`config.mk`:
```
export PLATFORM = sky130hd
export DESIGN_NAME = lds_status_regs
export DESIGN_NICKNAME = d
export VERILOG_FILES = /design/src/hdl/lds_pkg.sv /design/src/hdl/lds_pin_filter.sv /design/src/hdl/lds_status_regs.sv
export SDC_FILE = /design/constraint.sdc
export NUM_CORES = 1
export LEC_CHECK = 0
export BUFFER_PORTS_ARGS = -buffer_cell sky130_fd_sc_hd__buf_2
export CAP_MARGIN = 5
export CELL_PAD_IN_SITES_DETAIL_PLACEMENT = 0
export CELL_PAD_IN_SITES_GLOBAL_PLACEMENT = 1
export CORE_MARGIN = 3
export CORE_UTILIZATION = 42
export CTS_CLUSTER_SIZE = 30
export DETAILED_ROUTE_END_ITERATION = 8
export HOLD_SLACK_MARGIN = 0.12
export PLACE_DENSITY = 0.79
export SLEW_MARGIN = 20
export SYNTH_ARGS = -nofsm -noshare
export SYNTH_HDL_FRONTEND = slang
export SYNTH_SLANG_ARGS = --single-unit
```
`constraint.sdc`:
```
create_clock -name CLK_SYS -period 4 [get_ports CLK_SYS]
set_input_delay 0.4 -clock CLK_SYS [delete_from_list [all_inputs] [get_ports CLK_SYS]]
set_output_delay 0.4 -clock CLK_SYS [all_outputs]
set_load 0.02 [all_outputs]
```
`src/hdl/lds_pkg.sv`:
```
// Constants shared by the LED driver status register bank.
package lds_pkg;

  // ----------------------------------------------------------------
  // Clock and timing
  // ----------------------------------------------------------------
  localparam int CLK_PERIOD_NS = 20;
  localparam int CLK_HZ = 50_000_000;
  localparam int DIN_FILTER_NS = 10_000;
  localparam int DIN_FILTER_CYCLES = (DIN_FILTER_NS + CLK_PERIOD_NS - 1) / CLK_PERIOD_NS;
  localparam int OFF_MIN_NS = 200;
  localparam int OFF_MIN_CYCLES = (OFF_MIN_NS + CLK_PERIOD_NS - 1) / CLK_PERIOD_NS;
  localparam int OFF_MAX_NS = 20_000;
  localparam int OFF_MAX_CYCLES = OFF_MAX_NS / CLK_PERIOD_NS;
  localparam int PWM_FAIL_HZ = 100;
  localparam int PWM_FAIL_CYCLES = CLK_HZ / PWM_FAIL_HZ;
  localparam int FALLBACK_HZ = 200;
  localparam int FALLBACK_HALF_CYCLES = CLK_HZ / (2 * FALLBACK_HZ);
  localparam int WD_TIMEOUT_MS = 50;
  localparam int WD_TIMEOUT_CYCLES = WD_TIMEOUT_MS * (CLK_HZ / 1000);
  localparam int WD_PCT_Q1 = 24;
  localparam int WD_PCT_Q2 = 50;
  localparam int WD_PCT_Q3 = 74;

  // ----------------------------------------------------------------
  // Register offsets
  // ----------------------------------------------------------------
  localparam logic [5:0] ADDR_SUPPLY_WD_OFFTIME = 6'h06;
  localparam logic [5:0] ADDR_LED_VOLTAGE_OFF = 6'h07;

  // ----------------------------------------------------------------
  // Field positions
  // ----------------------------------------------------------------
  localparam int BIT_PWM_REF_CLOCK_FAULT = 18;
  localparam int BIT_SERIAL_SUPPLY_LOSS = 17;
  localparam int BIT_WD_PROGRESS_HI = 16;
  localparam int BIT_WD_PROGRESS_LO = 15;
  localparam int BIT_WATCHDOG_FAILURE = 14;
  localparam int BIT_BATTERY_UNDERVOLTAGE = 13;
  localparam int BIT_CH1_OFF_BELOW = 12;
  localparam int BIT_CH2_OFF_BELOW = 11;
  localparam int BIT_CH1_OFF_ABOVE = 10;
  localparam int BIT_CH2_OFF_ABOVE = 9;
  localparam int BIT_DIRECT_INPUT = 5;
  localparam int BIT_PARITY = 0;
  localparam int LSB_CH1_LED_VOLTAGE = 16;
  localparam int LSB_CH2_LED_VOLTAGE = 8;

  // ----------------------------------------------------------------
  // Reset values
  // ----------------------------------------------------------------
  localparam logic [23:0] RESET_FRAME = 24'h000001;
  localparam logic [7:0] RESET_LED_VOLTAGE = 8'h00;

endpackage

```
`src/hdl/lds_pin_filter.sv`:
```
// Two-flop synchroniser with a persistence filter for one pin.
`timescale 1ns/1ps
module lds_pin_filter #(
  parameter int FILTER_CYCLES = 1
) (
  input wire logic clk,
  input wire logic rst,
  input wire logic pin,
  output logic level
);

  localparam int CW = $clog2(FILTER_CYCLES + 1) + 1;

  logic sync_a;
  logic sync_b;
  logic [CW-1:0] count;
  logic [CW-1:0] next_count;
  logic next_level;

  if (FILTER_CYCLES < 1) begin : g_chk
    $error("lds_pin_filter: FILTER_CYCLES must be at least 1");
  end

  // The level changes only after the new value has stood for the full filter time.
  always_comb begin
    next_count = '0;
    next_level = level;
    if (sync_b != level) begin
      if (count >= CW'(FILTER_CYCLES - 1)) begin
        next_level = sync_b;
      end else begin
        next_count = count + CW'(1);
      end
    end
  end

  always_ff @(posedge clk) begin
    if (rst) begin
      sync_a <= 1'b0;
      sync_b <= 1'b0;
      count <= '0;
      level <= 1'b0;
    end else begin
      sync_a <= pin;
      sync_b <= sync_a;
      count <= next_count;
      level <= next_level;
    end
  end

endmodule

```
`src/hdl/lds_status_regs.sv`:
```
// Status register bank of a dual buck LED driver.
`timescale 1ns/1ps
// Contract
// - Bit 18 sets when the reference clock frequency is below the fault threshold.
// - While that fault flag is set, a fixed internal fallback clock replaces the reference clock.
// - The reference clock returns only after a read-and-clear while its frequency is good.
// - Bit 17 reads one while the serial supply is undervoltage, which enters limp home mode.
// - Bits 16 to 15 give watchdog elapsed time in quarters split at 24, 50 and 74 percent.
// - Bit 14 latches when the watchdog expires in active mode, and limp home mode follows.
// - Bits 12 and 11 read one while channel 1 or 2 off-time is below the minimum limit.
// - Bits 10 and 9 read one while channel 1 or 2 off-time is at or above the maximum limit.
// - Bit 5 is the direct input level after a fixed persistence filter.
// - Bit 0 of every frame is odd parity over the whole frame.
// - Bits 23 to 16 of the third register hold channel 1 LED voltage sampled while it is off.
// - Bits 15 to 8 of the third register hold channel 2 LED voltage sampled while it is off.
// - Under direct input or serial control a channel's result refreshes on every cycle it is off.
// - Under the PWM dimming generator a channel's result refreshes once, just before off ends.
// - Read-and-clear flags stay latched until cleared and stay set if their cause persists.
module lds_status_regs #(
  parameter int PWM_FAIL_CYCLES = lds_pkg::PWM_FAIL_CYCLES,
  parameter int FALLBACK_HALF_CYCLES = lds_pkg::FALLBACK_HALF_CYCLES,
  parameter int WD_TIMEOUT_CYCLES = lds_pkg::WD_TIMEOUT_CYCLES,
  parameter int DIN_FILTER_CYCLES = lds_pkg::DIN_FILTER_CYCLES,
  parameter int OFF_MIN_CYCLES = lds_pkg::OFF_MIN_CYCLES,
  parameter int OFF_MAX_CYCLES = lds_pkg::OFF_MAX_CYCLES
) (
  input wire logic CLK_SYS,
  input wire logic RST,
  input wire logic REG_REQ,
  input wire logic [5:0] REG_ADDR,
  input wire logic REG_CLEAR,
  output logic [23:0] REG_RDATA,
  output logic REG_ACK,
  input wire logic PWM_REFERENCE_CLOCK,
  output logic PWM_CLOCK_OUT,
  output logic FALLBACK_ACTIVE,
  input wire logic SERIAL_SUPPLY_UV,
  input wire logic BATTERY_UV,
  input wire logic DIRECT_INPUT,
  input wire logic ACTIVE_MODE,
  input wire logic WD_TRIGGER,
  output logic LIMP_HOME_MODE,
  input wire logic [1:0] CH_OFF,
  input wire logic [1:0] CH_PWM_DIMMING,
  input wire logic [1:0] CH_OFF_END_SOON,
  input wire logic [7:0] CH1_ADC,
  input wire logic [7:0] CH2_ADC
);

  localparam int PW = $clog2(PWM_FAIL_CYCLES + 1);
  localparam int FW = $clog2(FALLBACK_HALF_CYCLES + 1);
  localparam int WW = $clog2(WD_TIMEOUT_CYCLES + 1);
  localparam int OW = $clog2(OFF_MAX_CYCLES + 1);

  if (PWM_FAIL_CYCLES < 4 || FALLBACK_HALF_CYCLES < 1 || WD_TIMEOUT_CYCLES < 4 ||
      OFF_MIN_CYCLES < 1 || OFF_MAX_CYCLES <= OFF_MIN_CYCLES) begin : g_chk
    $error("lds_status_regs: timing parameters out of range");
  end

  // ----------------------------------------------------------------
  // Helpers
  // ----------------------------------------------------------------
  function automatic logic [23:0] with_parity(input logic [23:0] frame);
    logic [23:0] f;
    f = frame;
    f[lds_pkg::BIT_PARITY] = ~(^frame[23:1]);
    return f;
  endfunction

  function automatic logic [1:0] wd_quarter(input logic [WW-1:0] cnt);
    logic [63:0] scaled;
    logic [1:0] q;
    scaled = 64'(cnt) * 64'd100;
    q = 2'h0;
    if (scaled >= 64'(lds_pkg::WD_PCT_Q3) * 64'(WD_TIMEOUT_CYCLES)) begin
      q = 2'h3;
    end else if (scaled >= 64'(lds_pkg::WD_PCT_Q2) * 64'(WD_TIMEOUT_CYCLES)) begin
      q = 2'h2;
    end else if (scaled >= 64'(lds_pkg::WD_PCT_Q1) * 64'(WD_TIMEOUT_CYCLES)) begin
      q = 2'h1;
    end
    return q;
  endfunction

  // ----------------------------------------------------------------
  // Pin conditioning
  // ----------------------------------------------------------------
  logic ref_clk_s;
  logic supply_loss_s;
  logic battery_uv_s;
  logic direct_input_filtered;

  lds_pin_filter #(.FILTER_CYCLES(1)) u_ref_clk (
    .clk(CLK_SYS), .rst(RST), .pin(PWM_REFERENCE_CLOCK), .level(ref_clk_s));
  lds_pin_filter #(.FILTER_CYCLES(1)) u_supply (
    .clk(CLK_SYS), .rst(RST), .pin(SERIAL_SUPPLY_UV), .level(supply_loss_s));
  lds_pin_filter #(.FILTER_CYCLES(1)) u_battery (
    .clk(CLK_SYS), .rst(RST), .pin(BATTERY_UV), .level(battery_uv_s));
  lds_pin_filter #(.FILTER_CYCLES(DIN_FILTER_CYCLES)) u_din (
    .clk(CLK_SYS), .rst(RST), .pin(DIRECT_INPUT), .level(direct_input_filtered));

  // ----------------------------------------------------------------
  // State
  // ----------------------------------------------------------------
  logic ref_clk_d, next_ref_clk_d;
  logic [PW-1:0] period_cnt, next_period_cnt;
  logic freq_ok, next_freq_ok;
  logic pwm_ref_clock_fault, next_pwm_ref_clock_fault;
  logic [FW-1:0] fb_cnt, next_fb_cnt;
  logic fb_clk, next_fb_clk;
  logic [WW-1:0] wd_cnt, next_wd_cnt;
  logic watchdog_failure, next_watchdog_failure;
  logic [1:0] watchdog_progress;
  logic [1:0] off_d, next_off_d;
  logic [OW-1:0] off_cnt [2];
  logic [OW-1:0] next_off_cnt [2];
  logic [1:0] off_below, next_off_below;
  logic [1:0] off_above, next_off_above;
  logic [7:0] led_v [2];
  logic [7:0] next_led_v [2];
  logic [7:0] adc [2];
  logic [23:0] frame_sr2;
  logic [23:0] frame_sr3;
  logic [23:0] next_rdata;
  logic next_ack;
  logic clr_sr2;
  logic clr_sr3;

  assign adc[0] = CH1_ADC;
  assign adc[1] = CH2_ADC;
  assign clr_sr2 = REG_REQ && REG_CLEAR && (REG_ADDR == lds_pkg::ADDR_SUPPLY_WD_OFFTIME);
  assign clr_sr3 = REG_REQ && REG_CLEAR && (REG_ADDR == lds_pkg::ADDR_LED_VOLTAGE_OFF);
  assign watchdog_progress = wd_quarter(wd_cnt);

  // ----------------------------------------------------------------
  // Reference clock supervision, fallback clock and watchdog
  // ----------------------------------------------------------------
  always_comb begin
    next_ref_clk_d = ref_clk_s;
    next_period_cnt = period_cnt;
    next_freq_ok = freq_ok;
    if (ref_clk_s && !ref_clk_d) begin
      next_period_cnt = '0;
      next_freq_ok = 1'b1;
    end else if (period_cnt >= PW'(PWM_FAIL_CYCLES)) begin
      next_freq_ok = 1'b0;
    end else begin
      next_period_cnt = period_cnt + PW'(1);
    end
    // Setting wins over a clear issued in the same cycle.
    next_pwm_ref_clock_fault = pwm_ref_clock_fault;
    if (clr_sr2 && freq_ok) begin
      next_pwm_ref_clock_fault = 1'b0;
    end
    if (!freq_ok) begin
      next_pwm_ref_clock_fault = 1'b1;
    end
    next_fb_cnt = fb_cnt + FW'(1);
    next_fb_clk = fb_clk;
    if (fb_cnt >= FW'(FALLBACK_HALF_CYCLES - 1)) begin
      next_fb_cnt = '0;
      next_fb_clk = !fb_clk;
    end
    next_wd_cnt = wd_cnt;
    next_watchdog_failure = watchdog_failure;
    if (clr_sr2) begin
      next_watchdog_failure = 1'b0;
    end
    if (!ACTIVE_MODE || WD_TRIGGER) begin
      next_wd_cnt = '0;
    end else if (wd_cnt >= WW'(WD_TIMEOUT_CYCLES - 1)) begin
      next_wd_cnt = '0;
      next_watchdog_failure = 1'b1;
    end else begin
      next_wd_cnt = wd_cnt + WW'(1);
    end
  end

  // ----------------------------------------------------------------
  // Off-time supervision and LED voltage capture
  // ----------------------------------------------------------------
  always_comb begin
    next_off_d = CH_OFF;
    next_off_below = off_below;
    next_off_above = off_above;
    for (int i = 0; i < 2; i++) begin
      next_off_cnt[i] = off_cnt[i];
      next_led_v[i] = led_v[i];
      if (CH_OFF[i]) begin
        if (!off_d[i]) begin
          next_off_cnt[i] = OW'(1);
        end else if (off_cnt[i] < OW'(OFF_MAX_CYCLES)) begin
          next_off_cnt[i] = off_cnt[i] + OW'(1);
        end
        next_off_above[i] = (next_off_cnt[i] >= OW'(OFF_MAX_CYCLES));
      end else if (off_d[i]) begin
        next_off_below[i] = (off_cnt[i] < OW'(OFF_MIN_CYCLES));
        next_off_above[i] = (off_cnt[i] >= OW'(OFF_MAX_CYCLES));
      end
      if (clr_sr3) begin
        next_led_v[i] = lds_pkg::RESET_LED_VOLTAGE;
      end
      if (CH_OFF[i] && !CH_PWM_DIMMING[i]) begin
        next_led_v[i] = adc[i];
      end else if (CH_OFF[i] && CH_OFF_END_SOON[i]) begin
        next_led_v[i] = adc[i];
      end
    end
  end

  // ----------------------------------------------------------------
  // Frames and read port
  // ----------------------------------------------------------------
  always_comb begin
    frame_sr2 = '0;
    frame_sr2[lds_pkg::BIT_PWM_REF_CLOCK_FAULT] = pwm_ref_clock_fault;
    frame_sr2[lds_pkg::BIT_SERIAL_SUPPLY_LOSS] = supply_loss_s;
    frame_sr2[lds_pkg::BIT_WD_PROGRESS_HI:lds_pkg::BIT_WD_PROGRESS_LO] = watchdog_progress;
    frame_sr2[lds_pkg::BIT_WATCHDOG_FAILURE] = watchdog_failure;
    frame_sr2[lds_pkg::BIT_BATTERY_UNDERVOLTAGE] = battery_uv_s;
    frame_sr2[lds_pkg::BIT_CH1_OFF_BELOW] = off_below[0];
    frame_sr2[lds_pkg::BIT_CH2_OFF_BELOW] = off_below[1];
    frame_sr2[lds_pkg::BIT_CH1_OFF_ABOVE] = off_above[0];
    frame_sr2[lds_pkg::BIT_CH2_OFF_ABOVE] = off_above[1];
    frame_sr2[lds_pkg::BIT_DIRECT_INPUT] = direct_input_filtered;
    frame_sr3 = '0;
    frame_sr3[lds_pkg::LSB_CH1_LED_VOLTAGE +: 8] = led_v[0];
    frame_sr3[lds_pkg::LSB_CH2_LED_VOLTAGE +: 8] = led_v[1];
    next_ack = REG_REQ;
    next_rdata = REG_RDATA;
    if (REG_REQ) begin
      unique case (REG_ADDR)
        lds_pkg::ADDR_SUPPLY_WD_OFFTIME: next_rdata = with_parity(frame_sr2);
        lds_pkg::ADDR_LED_VOLTAGE_OFF: next_rdata = with_parity(frame_sr3);
        default: next_rdata = with_parity(24'h000000);
      endcase
    end
  end

  always_ff @(posedge CLK_SYS) begin
    if (RST) begin
      ref_clk_d <= 1'b0;
      period_cnt <= '0;
      freq_ok <= 1'b1;
      pwm_ref_clock_fault <= 1'b0;
      fb_cnt <= '0;
      fb_clk <= 1'b0;
      wd_cnt <= '0;
      watchdog_failure <= 1'b0;
      off_d <= 2'h0;
      off_below <= 2'h0;
      off_above <= 2'h0;
      for (int i = 0; i < 2; i++) begin
        off_cnt[i] <= '0;
        led_v[i] <= lds_pkg::RESET_LED_VOLTAGE;
      end
      REG_RDATA <= lds_pkg::RESET_FRAME;
      REG_ACK <= 1'b0;
      PWM_CLOCK_OUT <= 1'b0;
      FALLBACK_ACTIVE <= 1'b0;
      LIMP_HOME_MODE <= 1'b0;
    end else begin
      ref_clk_d <= next_ref_clk_d;
      period_cnt <= next_period_cnt;
      freq_ok <= next_freq_ok;
      pwm_ref_clock_fault <= next_pwm_ref_clock_fault;
      fb_cnt <= next_fb_cnt;
      fb_clk <= next_fb_clk;
      wd_cnt <= next_wd_cnt;
      watchdog_failure <= next_watchdog_failure;
      off_d <= next_off_d;
      off_below <= next_off_below;
      off_above <= next_off_above;
      for (int i = 0; i < 2; i++) begin
        off_cnt[i] <= next_off_cnt[i];
        led_v[i] <= next_led_v[i];
      end
      REG_RDATA <= next_rdata;
      REG_ACK <= next_ack;
      PWM_CLOCK_OUT <= pwm_ref_clock_fault ? fb_clk : ref_clk_s;
      FALLBACK_ACTIVE <= pwm_ref_clock_fault;
      LIMP_HOME_MODE <= watchdog_failure || supply_loss_s;
    end
  end

endmodule

```
# [Word-level counts from Yosys, hierarchy flattened]
# Memories as Yosys holds them, arrays and structs flattened.
# Cells that the tools add are included.
# W data, S select, Z words.
[totals] mem_bits_rw=36 elab_cells=151 register_bits=125 mem_count=2 in_bits=38
[classes] eq_ne=7 n_lt_le_gt_ge=18 n_addsub=9 n_mul=1 mux=35 n_bitwise=12 reduce_logical=33
[mem_list] name="off_cnt" depth=2 width=10 rd=2 rd_clocked_by_memory_dff=0 wr=2 line="lds_status_regs.sv:115" text="logic [OW-1:0] off_cnt [2];"
[mem_list] name="led_v" depth=2 width=8 rd=2 rd_clocked_by_memory_dff=0 wr=2 line="lds_status_regs.sv:119" text="logic [7:0] led_v [2];"
[ops] operator="$mux W10" n=10
[ops] operator="$mux W8" n=8
[ops] operator="$pmux W24 S2" n=1
[ops] operator="$reduce_xor A23 Y1" n=2
[ops] operator="$ge A10 B10 Y1 const B" n=4
[ops] operator="$add A10 B1 Y10 const B" n=3
[ops] operator="$ge A29 B26 Y1 const B" n=1
[ops] operator="$ge A29 B27 Y1 const B" n=1
[ops] operator="$ge A29 B28 Y1 const B" n=1
[ops] operator="$mul A22 B5 Y27 const B" n=1
[ops] operator="$add A22 B1 Y22 const B" n=1
[ops] operator="$ge A22 B22 Y1 const B" n=1
[ops] operator="$lt A10 B10 Y1 const B" n=2
[ops] operator="$lt A10 B4 Y1 const B" n=2
[ops] operator="$add A19 B1 Y19 const B" n=1
[ops] operator="$ge A19 B19 Y1 const B" n=1
[ops] operator="$add A17 B1 Y17 const B" n=1
[ops] operator="$ge A17 B17 Y1 const B" n=1
[ops] operator="$reduce_or A3 Y1" n=5
[ops] operator="$mux W1" n=14
[ops] operator="$eq A6 B3 Y1 const B" n=2
[ops] operator="$reduce_and A2 Y1" n=6
[ops] operator="$ge A10 B9 Y1 const B" n=1
[ops] operator="$logic_and A1 B1 Y1" n=9
[ops] operator="11 further kinds" n=36

# [Longest topological paths before layout]
# Gate-level depths: netlist of the first run.
[depth] depth_word=8 ltp_mapped=19

# [Hierarchy]
# A second synthesis of the first run with hierarchy kept.
[hier_totals] hier_cells=1117 area_unflattened_um2=9447.8
[modules_own_cells] mod="lds_status_regs" cells_each=1045 n_inst=1 area_each_um2=8672.1
[modules_own_cells] mod="lds_pin_filter at u_din" cells_each=54 n_inst=1 area_each_um2=539.3
[modules_own_cells] mod="lds_pin_filter at u_battery ..." cells_each=6 n_inst=3 area_each_um2=78.8

# [Worst setup path after synthesis of the first run]
# OpenSTA, ideal clock, no wires.
[synth_path] path_kind="register to register" startpoint="reg wd_cnt[5]" endpoint="reg REG_RDATA[0]" required_time_ns=3.904 setup_time_ns=0.096 synth_period_minus_slack_ns=4.297 n_path_buf=0 path_stages_with_launch=16 path_slack_ns=-0.297 arrival_time_ns=4.202 cell_sequence="dfxtp_1 inv_1 ha_1 inv_1 ha_1 fa_1 ha_1 a21o_1 a221o_2 a221oi_1 xnor2_1 or3b_1 o311ai_1 a21o_1 a21oi_1 o41ai_2"
[synth_via] elab_chain_cells=8
[synth_rtl] item="from (decl)" line="lds_status_regs.sv:111" text="logic [WW-1:0] wd_cnt, next_wd_cnt;"
[synth_rtl] item="from (signal assigned)" line="lds_status_regs.sv:269" text="wd_cnt <= next_wd_cnt;"
[synth_rtl] item="$mul A22 B5 Y27 *" line="lds_status_regs.sv:73" text="scaled = 64'(cnt) * 64'd100;"
[synth_rtl] item="$ge A29 B26 Y1" line="lds_status_regs.sv:79" text="end else if (scaled >= 64'(lds_pkg::WD_PCT_Q1) * 64'(WD_TIMEOUT_CYCLES)) begin"
[synth_rtl] item="$mux W1" line="lds_status_regs.sv:79"
[synth_rtl] item="$mux W2" line="lds_status_regs.sv:77" text="end else if (scaled >= 64'(lds_pkg::WD_PCT_Q2) * 64'(WD_TIMEOUT_CYCLES)) begin"
[synth_rtl] item="$mux W2 *" line="lds_status_regs.sv:75" text="if (scaled >= 64'(lds_pkg::WD_PCT_Q3) * 64'(WD_TIMEOUT_CYCLES)) begin"
[synth_rtl] item="$reduce_xor A23 Y1 *" line="lds_status_regs.sv:66" text="f[lds_pkg::BIT_PARITY] = ~(^frame[23:1]);"
[synth_rtl] item="$not A1 Y1 *" line="lds_status_regs.sv:66"
[synth_rtl] item="$pmux W24 S2 *" line="lds_status_regs.sv:232" text="unique case (REG_ADDR)"
[synth_rtl] item="to (signal assigned)" line="lds_status_regs.sv:257" text="REG_RDATA <= lds_pkg::RESET_FRAME;"
[synth_rtl] item="to (signal assigned)" line="lds_status_regs.sv:278" text="REG_RDATA <= next_rdata;"
[synth_rtl] item="to (decl)" line="lds_status_regs.sv:32" text="output logic [23:0] REG_RDATA,"
# Every way passes the cells marked *; elsewhere a longest branch is shown, timed or not.
# A chain may end at the register's enable or synchronous reset.

# [Worst setup path after layout of the first run]
[layout_path] startpoint="reg wd_cnt[1]" endpoint="reg REG_RDATA[0]"
# The elaborated chain is that of the path after synthesis.

==> run summary, run 1 <==
STA
----------------------------------------------------------------------------------
Worst slew margin relative to its limit                                      37.4%
Actual transition at the worst max-transition pin                         0.937 ns
Least setup slack across all paths after layout                          0.0133 ns
Maximum clock rate                                                       0.251 GHz
RSZ-0062 raised after global routing                                          true
Final worst-path cycle share                                                 99.7%
Setup Skew                                                               0.0104 ns
Total of endpoints with negative setup slack in the final report                 0
Setup TNS                                                                     0 ns
Worst Hold Slack                                                          0.185 ns
Min Tclk post-route                                                        3.99 ns
Final Max Tran Viols                                                             0
Number of hold-slack violations in the final timing report                       0

FLOORPLANNING
----------------------------------------------------------------------------------
Die area                                                              0.0237 sq mm
Number of primary I/O pins                                                      66
Placeable core region                                                 0.0213 sq mm
Height of the die                                                           154 um
Initial standard-cell utilization of the core                                43.2%
Cell Rows                                                                       53
Die span in x                                                               154 um

GRT
----------------------------------------------------------------------------------
Antenna violations before repair                                                 0
Vias in the first global route                                                7472
Total routing usage reported by global routing                               17.9%
First-pass GRT wire length                                                 35.8 mm
Aggregate global routing overflow                                                0
Maximum number of pins on one net before global-route repair                    40

YOSYS
----------------------------------------------------------------------------------
YS warnings                                                                      0
Number of enable-type register cells in the synthesized netlist                  0
Netlist area before placement                                         0.00919 sq mm
Number of synthesized register bits                                            149
Share of synthesized flip-flops with an asynchronous set or reset               0%
Average instance area after synthesis                                   8.49 sq um
Cell count after synthesis                                                    1082
Most frequently used flop master after synthesis                      sky130_fd_sc_hd__dfxtp_1
Share of synthesized area occupied by flip-flops and latches                 32.5%
Synth unique cells                                                              69

PWR
----------------------------------------------------------------------------------
Post-layout total power                                                    3.32 mW
Power Dens Cells                                                       288 mW/mm^2
Leakage                                                                    4.90 nW
Combinational power share                                                     5.5%
Worst VDD drop                                                          0.000206 V
Switching Share                                                              25.2%
Switching power total                                                     0.838 mW
Sequential Power Share                                                       46.1%
Int Power                                                                  2.48 mW
Relative contribution of the clock network to total power                    48.4%

CTS
----------------------------------------------------------------------------------
Number of levels the H-tree was split into                                       4
Clk Tree Root Cell                                                    sky130_fd_sc_hd__clkbuf_16
CTS Sinks                                                                      149
Worst-path clk slew                                                        0.07 ns
Clock latency at the later pin of the worst-skew pair                      0.43 ns
TritonCTS clock tree                                                         built
Inserted Clock Buffers                                                          17
Number of hold buffers added after cts                                           0
Longest Clk Path Bufs                                                            2

ROUTE
----------------------------------------------------------------------------------
DRC violation count after routing                                                0
DR vias                                                                       7802
Detail-routed via count per cell                                              5.20
Routed length per instance                                                 14.5 um
First-pass iteration count of the detailed router                                7
Number of nets with antenna violations after routing                             0
Drt total wl                                                               21.7 mm
DR iter-0 viols                                                                453

SETUP PATH
----------------------------------------------------------------------------------
Startpoint types                                                          register
Maximum single-stage delay on the critical path                            0.58 ns
Category of the most critical setup path                                reg -> reg
Cell type of the slowest stage on the worst timing path               sky130_fd_sc_hd__fa_1
Data required time of the critical path                                    4.34 ns
Dominant delay contributor by cell family on the critical path        compound AO/OA/AOI/OAI gates
Arrival time of data at the critical path endpoint                         4.32 ns
Kind of end point of the critical path                                    register
Number of buffer and inverter stages on the critical path                        1
List of cells traversed by the critical path                          buf_6 > ha_4 > ha_4 > fa_1 > ha_4 > a21o_1 > a221o_2 > a221oi_4 > xnor2_2 > or3b_4 > o311ai_4 > a21o_1 > a21oi_2 > o41ai_2
Cell mode on critical path                                            sky130_fd_sc_hd__ha_4
Critical path fanouts, max                                                       4

STATUS
----------------------------------------------------------------------------------
Result of the run                                                     complete, no violations

LAYOUT
----------------------------------------------------------------------------------
Share of final-layout standard cells stronger than drive strength 1          22.9%
Layout-stage area growth over the synthesis result                           25.6%
Inserted Diodes                                                                  0
Total Nets Final                                                              1354
Post-layout instance count excluding filler cells                             1499

PLACEMENT
----------------------------------------------------------------------------------
Place WS                                                                 -0.168 ns
I/O Buffers                                                                     59
Cell Count Post-Placement                                                     1458
Post-DP HPWL                                                               15.6 mm
Global placement routability congestion                                      0.824

FLOW RUN
----------------------------------------------------------------------------------
Count of max-cap constraint violations                                           0

MIN PATH
----------------------------------------------------------------------------------
Worst hold path class                                                    in -> reg

-- metal layers --
metal  wire [um]  global-route usage (%)  part of all wire, %
met2       10100                    29.0                   47
met1       10800                    25.2                   50
met4         261                    3.62                  1.2
met5           0                       0                    0
met3         546                    3.07                  2.5
-- what timing repair did --
item | 4_1_cts | 5_1_grt
setup endpoints to repair | 3 | 3
pin swaps | 20 | 27
gates resized for setup | 33 | 65
buffers inserted | 6 | 4
endpoints found under the hold margin | 0 | 0
-- cells by family (layout without fill, tap and decap cells) --
family | count (synthesis) | in the layout | share of synthesized area (%)
simple gates | 405 | 405 | 21.2
xor+xnor | 102 | 102 | 9.72
buf+inv | 101 | 237 | 4.39
fa+ha+maj | 105 | 105 | 15.7
flops | 149 | 149 | 32.5
compound gates | 205 | 205 | 14.8
mux | 14 | 14 | 1.63
other cells | 1 | 7 | 0.0408
-- cells in the final DEF (no fill, tap or decap), types with 8 or more instances in the layout --
cell type	n
sky130_fd_sc_hd__nand2_1	71
sky130_fd_sc_hd__buf_4	87
sky130_fd_sc_hd__dfxtp_2	9
sky130_fd_sc_hd__ha_1	60
sky130_fd_sc_hd__a211oi_1	9
sky130_fd_sc_hd__xor2_1	39
sky130_fd_sc_hd__nor2_1	137
sky130_fd_sc_hd__a31oi_1	8
sky130_fd_sc_hd__nor2b_1	21
sky130_fd_sc_hd__or3_1	11
sky130_fd_sc_hd__a21oi_1	54
sky130_fd_sc_hd__dfxtp_1	137
sky130_fd_sc_hd__a22oi_1	18
sky130_fd_sc_hd__nor3_1	22
sky130_fd_sc_hd__nand4_1	20
sky130_fd_sc_hd__inv_1	54
sky130_fd_sc_hd__mux2_2	8
sky130_fd_sc_hd__xnor2_1	60
sky130_fd_sc_hd__a21o_1	14
sky130_fd_sc_hd__clkbuf_16	17
sky130_fd_sc_hd__nand2b_1	24
sky130_fd_sc_hd__ha_4	26
sky130_fd_sc_hd__o21ai_0	24
sky130_fd_sc_hd__nand3_1	42
sky130_fd_sc_hd__buf_2	59
sky130_fd_sc_hd__fa_1	16
sky130_fd_sc_hd__and3_1	20
-- worst paths after layout --
path | start | to | slack (ns) | cells after the start
max | wd_cnt[1]$_SDFF_PP0_ | REG_RDATA[0]$_SDFFE_PP1P_ | 0.01 | 14
min | DIRECT_INPUT | u_din.sync_a$_SDFF_PP0_ | 0.19 | 2
max reg2reg | wd_cnt[1]$_SDFF_PP0_ | REG_RDATA[0]$_SDFFE_PP1P_ | 0.01 | 14
min reg2reg | freq_ok$_SDFFE_PP1P_ | pwm_ref_clock_fault$_SDFFE_PP0P_ | 0.44 | 1
-- worst register-to-register path, cell delays in order (launching register included) --
cell	delay, ns
sky130_fd_sc_hd__dfxtp_2	0.33
sky130_fd_sc_hd__buf_6	0.12
sky130_fd_sc_hd__ha_4	0.16
sky130_fd_sc_hd__ha_4	0.23
sky130_fd_sc_hd__fa_1	0.58
sky130_fd_sc_hd__ha_4	0.22
sky130_fd_sc_hd__a21o_1	0.19
sky130_fd_sc_hd__a221o_2	0.42
sky130_fd_sc_hd__a221oi_4	0.33
sky130_fd_sc_hd__xnor2_2	0.17
sky130_fd_sc_hd__or3b_4	0.42
sky130_fd_sc_hd__o311ai_4	0.23
sky130_fd_sc_hd__a21o_1	0.18
sky130_fd_sc_hd__a21oi_2	0.06
sky130_fd_sc_hd__o41ai_2	0.26
-- synthesized netlist by cell type, types with 18 or more instances --
cell,number,area [sq um]
sky130_fd_sc_hd__a21oi_1,62,310
sky130_fd_sc_hd__a22oi_1,18,135
sky130_fd_sc_hd__and3_1,21,131
sky130_fd_sc_hd__clkbuf_1,35,131
sky130_fd_sc_hd__dfxtp_1,149,2980
sky130_fd_sc_hd__ha_1,88,1100
sky130_fd_sc_hd__inv_1,56,210
sky130_fd_sc_hd__nand2_1,73,274
sky130_fd_sc_hd__nand2b_1,24,150
sky130_fd_sc_hd__nand3_1,42,210
sky130_fd_sc_hd__nand4_1,20,125
sky130_fd_sc_hd__nor2_1,139,522
sky130_fd_sc_hd__nor2b_1,22,138
sky130_fd_sc_hd__nor3_1,23,115
sky130_fd_sc_hd__o21ai_0,34,170
sky130_fd_sc_hd__xnor2_1,61,534
sky130_fd_sc_hd__xor2_1,41,359
-- power by group through the flow --
stage | combinational [mW] | sequential [mW] | clock [mW]
2_1_floorplan | 0.137 | 1.56 | 0
3_3_place_gp | 0.179 | 1.57 | 0
3_5_place_dp | 0.181 | 1.57 | 0
4_1_cts | 0.183 | 1.53 | 1.65
5_1_grt | 0.202 | 1.53 | 1.72
6_report | 0.183 | 1.53 | 1.61
-- per-stage QoR --
step	cell area, sq um	utilization (%)
after floorplan	9270	-
after global placement	10300	48.5
final	11500	54.2
after detailed placement	10300	48.5
after CTS	11100	52.3
after global routing	11500	54.2
-- final cells by class --
| cell class | count | area [sq um] |
|---|---|---|
| clock buffer | 19 | 443 |
| clock inverter | 13 | 144 |
| fill | 1913 | 9750 |
| inverter | 56 | 210 |
| multi-input combinational | 838 | 6410 |
| sequential | 149 | 3010 |
| tap | 275 | 344 |
| timing repair buffer | 149 | 982 |
-- registers in the layout, summed over array words and instances (netlist names), 2 cells and up --
name and count:
fb_cnt 17, REG_RDATA 18, u_din.count 10, off_below 2
wd_cnt 22, off_above 2, led_v 16, period_cnt 19
off_d 2, off_cnt 20
Note: power is estimated with default switching activity, not from simulation.
==> run 2: changes to the inputs <==
Settings changed: BUFFER_PORTS_ARGS -buffer_cell sky130_fd_sc_hd__buf_2 to unset, CORE_UTILIZATION 42 to 44, DONT_BUFFER_PORTS set to 1, PLACE_DENSITY 0.79 to 0.78.
==> run summary, run 2 (synthesis gave the netlist of run 1 again) <==
LAYOUT
----------------------------------------------------------------------------------
Most common cell after layout, fill and taps aside                    sky130_fd_sc_hd__dfxtp_1
Share of final-layout standard cells stronger than drive strength 1          17.7%   was 22.9%
Largest reg by FF count                                                     wd_cnt   unchanged
Total Nets Final                                                              1306   was 1354
Commonest cells after routing, fill and taps aside                    140 x sky130_fd_sc_hd__dfxtp_1, 138 x sky130_fd_sc_hd__nor2_1, 87 x sky130_fd_sc_hd__buf_4   was 137 x sky130_fd_sc_hd__dfxtp_1, 137 x sky130_fd_sc_hd__nor2_1, 87 x sky130_fd_sc_hd__buf_4
# fillers                                                                     1850   was 1913
Finished Core Util                                                           55.4%   was 54.2%
Largest register FFs                                                            22   unchanged
Top Registers                                                         wd_cnt: 22 flops, off_cnt: 20 flops, period_cnt: 19 flops   unchanged
Inserted Diodes                                                                  0   unchanged
Layout-stage area growth over the synthesis result                           22.7%   was 25.6%

GRT
----------------------------------------------------------------------------------
Aggregate global routing overflow                                                0   unchanged
Maximum number of pins on one net before global-route repair                    78   was 40
Antenna violations before repair                                                 0   unchanged
Total routing usage reported by global routing                               19.3%   was 17.9%
First-pass GRT wire length                                                 35.5 mm   was 35.8 mm
Vias in the first global route                                                7221   was 7472

SETUP PATH
----------------------------------------------------------------------------------
Critical path fanouts, max                                                       5   was 4
Arrival time of data at the critical path endpoint                         4.49 ns   was 4.32 ns
Category of the most critical setup path                                reg -> reg   unchanged
Startpoint types                                                          register   unchanged
Setup slack on the worst flop-to-flop path                                -0.17 ns   was 0.01 ns
Kind of end point of the critical path                                    register   unchanged
Data required time of the critical path                                    4.32 ns   was 4.34 ns

PWR
----------------------------------------------------------------------------------
Switching power total                                                     0.834 mW   was 0.838 mW
Switching Share                                                              24.8%   was 25.2%
Sequential Power Share                                                       45.5%   was 46.1%
Worst VDD drop                                                          0.000233 V   was 0.000206 V
Combinational power share                                                     4.9%   was 5.5%
Int Power                                                                  2.53 mW   was 2.48 mW
Relative contribution of the clock network to total power                    49.6%   was 48.4%
Power Dens Cells                                                       299 mW/mm^2   was 288 mW/mm^2
Leakage                                                                    4.72 nW   was 4.90 nW

STA
----------------------------------------------------------------------------------
Total of endpoints with negative setup slack in the final report                 2   was 0
Worst slew margin relative to its limit                                      45.1%   was 37.4%
Maximum clock rate                                                       0.240 GHz   was 0.251 GHz
Least setup slack across all paths after layout                          -0.170 ns   was 0.0133 ns
Number of hold-slack violations in the final timing report                       0   unchanged
Actual transition at the worst max-transition pin                         0.822 ns   was 0.937 ns
Final worst-path cycle share                                                  104%   was 99.7%
Setup TNS                                                                -0.224 ns   was 0 ns
Min Tclk post-route                                                        4.17 ns   was 3.99 ns
Final Max Tran Viols                                                             0   unchanged
RSZ-0062 raised after global routing                                          true   unchanged
Setup Skew                                                               0.0170 ns   was 0.0104 ns

ROUTE
----------------------------------------------------------------------------------
Drt total wl                                                               22.0 mm   was 21.7 mm
First-pass iteration count of the detailed router                                4   was 7
Number of nets with antenna violations after routing                             0   unchanged
DR vias                                                                       7639   was 7802
DR iter-0 viols                                                                419   was 453
Routed length per instance                                                 15.2 um   was 14.5 um
DRC violation count after routing                                                0   unchanged
Detail-routed via count per cell                                              5.28   was 5.20

PLACEMENT
----------------------------------------------------------------------------------
Place WS                                                                 -0.245 ns   was -0.168 ns
I/O Buffers                                                                      0   was 59
Global placement routability congestion                                      0.826   was 0.824
Post-DP HPWL                                                               15.3 mm   was 15.6 mm

CTS
----------------------------------------------------------------------------------
Clk Tree Root Cell                                                    sky130_fd_sc_hd__clkbuf_16   unchanged
Clock latency at the later pin of the worst-skew pair                      0.42 ns   was 0.43 ns
Number of levels the H-tree was split into                                       4   unchanged
CTS Sinks                                                                      149   unchanged
Inserted Clock Buffers                                                          17   unchanged
TritonCTS clock tree                                                         built   unchanged
Worst-path clk slew                                                        0.07 ns   about the same
Longest Clk Path Bufs                                                            2   unchanged

MIN PATH
----------------------------------------------------------------------------------
Worst hold path class                                                    in -> reg   unchanged

FLOORPLANNING
----------------------------------------------------------------------------------
Die area                                                              0.0227 sq mm   was 0.0237 sq mm
Initial standard-cell utilization of the core                                45.1%   was 43.2%
Height of the die                                                           151 um   was 154 um
Number of primary I/O pins                                                      66   unchanged
Placeable core region                                                 0.0204 sq mm   was 0.0213 sq mm
Die span in x                                                               151 um   was 154 um
Cell Rows                                                                       52   was 53

STATUS
----------------------------------------------------------------------------------
Result of the run                                                     finished with violations   was complete, no violations
Failing checks                                                        negative setup slack

FLOW RUN
----------------------------------------------------------------------------------
Count of max-cap constraint violations                                           0   unchanged

-- run 2: cell types whose count changed in the layout (fill, tap and decap cells not counted), sizes merged --
cell	change
buf	-59
bufinv	+1
clkbuf	-2
clkinv	+1
clkinvlp	-1
dlygate4sd3	+11
inv	+1
-- run 2: worst paths after layout --
kind,to,cells past startpoint,from
worst max-delay path,REG_RDATA[0]$_SDFFE_PP1P_,20,wd_cnt[6]$_SDFF_PP0_
worst min-delay path,REG_RDATA[9]$_SDFFE_PP0P_,2,REG_REQ
worst max register to register,REG_RDATA[0]$_SDFFE_PP1P_,20,wd_cnt[6]$_SDFF_PP0_
worst min register to register,u_supply.sync_b$_SDFF_PP0_,1,u_supply.sync_a$_SDFF_PP0_
-- run 2: timing repair --
item                                   4_1_cts  5_1_grt
cloned                                       0        0
setup endpoints to repair                    2        3
hold buffers                                11        1
endpoints found under the hold margin       80        1
setup buffers                                8        1
pin swaps                                   18       22
resized for setup                           25       55
-- run 2: area by class of cell --
class	instances	area [sq um]	share of cell area (%)
multi-input combinational	838	6290	55.8
tap	270	338	3.00
clock inverter	15	194	1.72
sequential	149	3000	26.6
inverter	56	210	1.86
clock buffer	17	425	3.77
timing repair buffer	101	813	7.21
-- run 2: routing by layer --
layer	wire [um]	vias to the layer above	GRT usage [%]	part of all wire, %
met5	0	-	0	0
met4	276	0	5.49	1.3
met3	814	23	3.52	3.7
met2	10900	117	33.5	49
met1	10100	3576	24.5	46
li1	-	3923	-	-
-- run 2: critical path: stages (launching register included) --
cell                       delay (ns)
sky130_fd_sc_hd__dfxtp_2         0.39
sky130_fd_sc_hd__inv_1           0.07
sky130_fd_sc_hd__ha_1            0.30
sky130_fd_sc_hd__inv_1           0.09
sky130_fd_sc_hd__ha_1            0.16
sky130_fd_sc_hd__inv_1           0.06
sky130_fd_sc_hd__fa_1            0.47
sky130_fd_sc_hd__inv_1           0.04
sky130_fd_sc_hd__ha_1            0.35
sky130_fd_sc_hd__and3_1          0.21
sky130_fd_sc_hd__and3_1          0.20
sky130_fd_sc_hd__a221oi_4        0.28
sky130_fd_sc_hd__buf_4           0.15
sky130_fd_sc_hd__buf_4           0.10
sky130_fd_sc_hd__o21ai_1         0.07
sky130_fd_sc_hd__xor2_1          0.20
sky130_fd_sc_hd__a21oi_2         0.16
sky130_fd_sc_hd__nand2_1         0.07
sky130_fd_sc_hd__a21o_1          0.19
sky130_fd_sc_hd__and3_4          0.18
sky130_fd_sc_hd__o41ai_2         0.33
-- run 2: per-stage QoR --
step	std cells	hold slack, ns	power (mW)	instance area, sq um
2_1_floorplan	1088	0.408	1.70	9270
3_3_place_gp	1393	0.420	1.70	10000
3_5_place_dp	1393	0.423	1.70	10000
4_1_cts	1444	0.120	3.41	10900
5_1_grt	1446	0.132	3.49	11300
6_report	1446	0.140	3.37	11300
-- run 2: power groups by stage --
stage	logic, mW	registers, mW	clock network [mW]
2_1_floorplan	0.137	1.56	0
3_3_place_gp	0.134	1.57	0
3_5_place_dp	0.135	1.57	0
4_1_cts	0.164	1.53	1.72
5_1_grt	0.181	1.54	1.78
6_report	0.165	1.53	1.67
==> run 3: changes to the inputs <==
Settings changed: CORE_MARGIN 3 to unset.
==> run summary, run 3 (synthesis gave the netlist of run 1 again) <==
CTS
----------------------------------------------------------------------------------
Longest Clk Path Bufs                                                            2   unchanged
CTS Sinks                                                                      149   unchanged
Clk Tree Root Cell                                                    sky130_fd_sc_hd__clkbuf_16   unchanged
Clock latency at the later pin of the worst-skew pair                      0.43 ns   was 0.42 ns
Inserted Clock Buffers                                                          17   unchanged
Worst-path clk slew                                                        0.07 ns   about the same
TritonCTS clock tree                                                         built   unchanged
Number of levels the H-tree was split into                                       4   unchanged

GRT
----------------------------------------------------------------------------------
Antenna violations before repair                                                 0   unchanged
Total routing usage reported by global routing                               20.6%   was 19.3%
Maximum number of pins on one net before global-route repair                    79   was 78
Aggregate global routing overflow                                                0   unchanged
Vias in the first global route                                                7593   was 7221
First-pass GRT wire length                                                 36.4 mm   was 35.5 mm

MIN PATH
----------------------------------------------------------------------------------
Hold Path Origin                                                        CH1_ADC[6]   was REG_REQ
Hold path depth                                                                  2   unchanged
Worst hold path class                                                    in -> reg   unchanged
Worst Hold Endpoint                                                   led_v[0][6]$_SDFFE_PP0P_   was REG_RDATA[9]$_SDFFE_PP0P_

STATUS
----------------------------------------------------------------------------------
Failing checks                                                        negative setup slack   unchanged
Result of the run                                                     finished with violations   unchanged

ROUTE
----------------------------------------------------------------------------------
DR iter-0 viols                                                                293   was 419
Drt total wl                                                               21.4 mm   was 22.0 mm
Routed length per instance                                                 14.7 um   was 15.2 um
First-pass iteration count of the detailed router                                4   unchanged
DRC violation count after routing                                                0   unchanged
Detail-routed via count per cell                                              5.30   was 5.28
DR vias                                                                       7690   was 7639
Number of nets with antenna violations after routing                             0   unchanged

FLOORPLANNING
----------------------------------------------------------------------------------
Initial standard-cell utilization of the core                                45.1%   unchanged
Cell Rows                                                                       52   unchanged
Height of the die                                                           147 um   was 151 um
Number of primary I/O pins                                                      66   unchanged
Placeable core region                                                 0.0204 sq mm   unchanged
Die span in x                                                               147 um   was 151 um
Die area                                                              0.0215 sq mm   was 0.0227 sq mm

STA
----------------------------------------------------------------------------------
Min Tclk post-route                                                        4.14 ns   was 4.17 ns
RSZ-0062 raised after global routing                                          true   unchanged
Setup Skew                                                               0.0113 ns   was 0.0170 ns
Number of hold-slack violations in the final timing report                       0   unchanged
Final Max Tran Viols                                                             0   unchanged
Total of endpoints with negative setup slack in the final report                 2   unchanged
Worst slew margin relative to its limit                                      47.3%   was 45.1%
Maximum clock rate                                                       0.241 GHz   was 0.240 GHz
Least setup slack across all paths after layout                          -0.142 ns   was -0.170 ns
Final worst-path cycle share                                                  104%   about the same
Actual transition at the worst max-transition pin                         0.789 ns   was 0.822 ns

PLACEMENT
----------------------------------------------------------------------------------
Cell area after placement                                             0.0101 sq mm   was 0.0100 sq mm
Post-DP HPWL                                                               15.3 mm   about the same
I/O Buffers                                                                      0   unchanged
Global placement routability congestion                                      0.829   was 0.826
Place WS                                                                 -0.241 ns   was -0.245 ns

PWR
----------------------------------------------------------------------------------
Power Dens Cells                                                       294 mW/mm^2   was 299 mW/mm^2
Leakage                                                                    4.74 nW   was 4.72 nW
Worst VDD drop                                                          0.000278 V   was 0.000233 V
Post-layout total power                                                    3.30 mW   was 3.37 mW

SETUP PATH
----------------------------------------------------------------------------------
Kind of end point of the critical path                                    register   unchanged
Critical Path Source                                                  wd_cnt[5]$_SDFF_PP0_   was wd_cnt[6]$_SDFF_PP0_
Setup slack on the worst flop-to-flop path                                -0.14 ns   was -0.17 ns
R2R Path Start                                                        wd_cnt[5]$_SDFF_PP0_   was wd_cnt[6]$_SDFF_PP0_
Dominant delay contributor by cell family on the critical path        compound AO/OA/AOI/OAI gates   was adder cells
Arrival time of data at the critical path endpoint                         4.47 ns   was 4.49 ns
List of cells traversed by the critical path                          inv_2 > ha_4 > inv_2 > ha_4 > fa_1 > ha_4 > a21o_1 > a221o_2 > buf_4 > nor4_1 > a211oi_1 > a21boi_0 > o211a_1 > o311ai_4 > a21o_1 > a21oi_2 > o41ai_2   was inv_1 > ha_1 > inv_1 > ha_1 > inv_1 > fa_1 > inv_1 > ha_1 > and3_1 > and3_1 > a221oi_4 > buf_4 > buf_4 > o21ai_1 > xor2_1 > a21oi_2 > nand2_1 > a21o_1 > and3_4 > o41ai_2
Startpoint types                                                          register   unchanged
Worst r2r path cells                                                            17   was 20
Cell type of the slowest stage on the worst timing path               sky130_fd_sc_hd__fa_1   unchanged
Category of the most critical setup path                                reg -> reg   unchanged
Maximum single-stage delay on the critical path                            0.57 ns   was 0.47 ns
Critical path fanouts, max                                                       5   unchanged
Data required time of the critical path                                    4.33 ns   was 4.32 ns
Cell mode on critical path                                            sky130_fd_sc_hd__ha_4   was sky130_fd_sc_hd__inv_1
End of the worst register-to-register path                            REG_RDATA[0]$_SDFFE_PP1P_   unchanged
Number of buffer and inverter stages on the critical path                        3   was 6

LAYOUT
----------------------------------------------------------------------------------
Largest reg by FF count                                                     wd_cnt   unchanged
Share of final-layout standard cells stronger than drive strength 1          17.8%   was 17.7%
Inserted Diodes                                                                  0   unchanged
Top Registers                                                         wd_cnt: 22 flops, off_cnt: 20 flops, period_cnt: 19 flops   unchanged
Finished Core Util                                                           55.1%   was 55.4%
Layout-stage area growth over the synthesis result                           22.0%   was 22.7%
Total Nets Final                                                              1312   was 1306
Commonest cells after routing, fill and taps aside                    140 x sky130_fd_sc_hd__dfxtp_1, 137 x sky130_fd_sc_hd__nor2_1, 95 x sky130_fd_sc_hd__buf_4   was 140 x sky130_fd_sc_hd__dfxtp_1, 138 x sky130_fd_sc_hd__nor2_1, 87 x sky130_fd_sc_hd__buf_4
Largest register FFs                                                            22   unchanged
Non-Filler Cell Area, Final                                           0.0112 sq mm   was 0.0113 sq mm
Most common cell after layout, fill and taps aside                    sky130_fd_sc_hd__dfxtp_1   unchanged

FLOW RUN
----------------------------------------------------------------------------------
Count of max-cap constraint violations                                           0   unchanged

## run 3: cell count changes in the layout (fill, tap and decap cells not counted), moves of 3 or more
cell,delta
sky130_fd_sc_hd__o21ai_0,+3
sky130_fd_sc_hd__buf_4,+8
sky130_fd_sc_hd__ha_4,-3
sky130_fd_sc_hd__a21oi_1,+3
sky130_fd_sc_hd__o21ai_1,-4
## run 3: layout make-up
type | instances | area (sq um)
Fill cell | 1895 | 9150
Multi-Input combinational cell | 838 | 6220
Sequential cell | 149 | 3000
Timing Repair Buffer | 107 | 852
Clock buffer | 18 | 429
Tap cell | 270 | 338
Inverter | 56 | 210
Clock inverter | 14 | 160
## run 3: how the worst max path moves through the flow
stage	slack [ns]	endpoint	cells after the start
after global routing	-0.32	REG_RDATA[0]$_SDFFE_PP1P_	15
after CTS	-0.12	REG_RDATA[0]$_SDFFE_PP1P_	15
after global placement	-0.11	REG_RDATA[0]$_SDFFE_PP1P_	14
after detailed placement	-0.24	REG_RDATA[0]$_SDFFE_PP1P_	14
after floorplan	0.03	REG_RDATA[0]$_SDFFE_PP1P_	15
final	-0.14	REG_RDATA[0]$_SDFFE_PP1P_	17
## run 3: worst reg2reg max path: stages, from the launching register on
cell	delay [ns]
sky130_fd_sc_hd__dfxtp_2	0.36
sky130_fd_sc_hd__inv_2	0.05
sky130_fd_sc_hd__ha_4	0.26
sky130_fd_sc_hd__inv_2	0.04
sky130_fd_sc_hd__ha_4	0.21
sky130_fd_sc_hd__fa_1	0.57
sky130_fd_sc_hd__ha_4	0.21
sky130_fd_sc_hd__a21o_1	0.16
sky130_fd_sc_hd__a221o_2	0.44
sky130_fd_sc_hd__buf_4	0.17
sky130_fd_sc_hd__nor4_1	0.25
sky130_fd_sc_hd__a211oi_1	0.11
sky130_fd_sc_hd__a21boi_0	0.14
sky130_fd_sc_hd__o211a_1	0.19
sky130_fd_sc_hd__o311ai_4	0.30
sky130_fd_sc_hd__a21o_1	0.18
sky130_fd_sc_hd__a21oi_2	0.07
sky130_fd_sc_hd__o41ai_2	0.34
## run 3: metrics by stage
| stage | std cells | hold WS (ns) | setup TNS (ns) |
|---|---|---|---|
| floorplan | 1088 | 0.408 | 0 |
| global placement | 1401 | 0.425 | -0.127 |
| detailed placement | 1401 | 0.425 | -0.375 |
| CTS | 1450 | 0.121 | -0.210 |
| global route | 1452 | 0.133 | -0.694 |
| finish | 1452 | 0.137 | -0.212 |
## run 3: layer usage
metal	wire length, um	vias to the layer above	GRT usage, %
li1	-	3923	-
met1	9860	3607	25.7
met2	10400	131	35.5
met3	700	29	4.13
met4	416	0	6.67
met5	0	-	0
## run 3: power breakdown
part	switching [mW]	internal, mW
Sequential	0.0259	1.51
Clock	0.716	0.889
Combinational	0.0862	0.0729
Total	0.828	2.47
## run 3: repair_timing
item / 4_1_cts / 5_1_grt
gates resized for setup: 42 / 23
gates cloned: 0 / 0
hold buffers: 11 / 0
pin swaps: 20 / 4
endpoints found under the setup margin: 3 / 3
hold endpoints to repair: 80 / 0
buffers inserted: 6 / 2
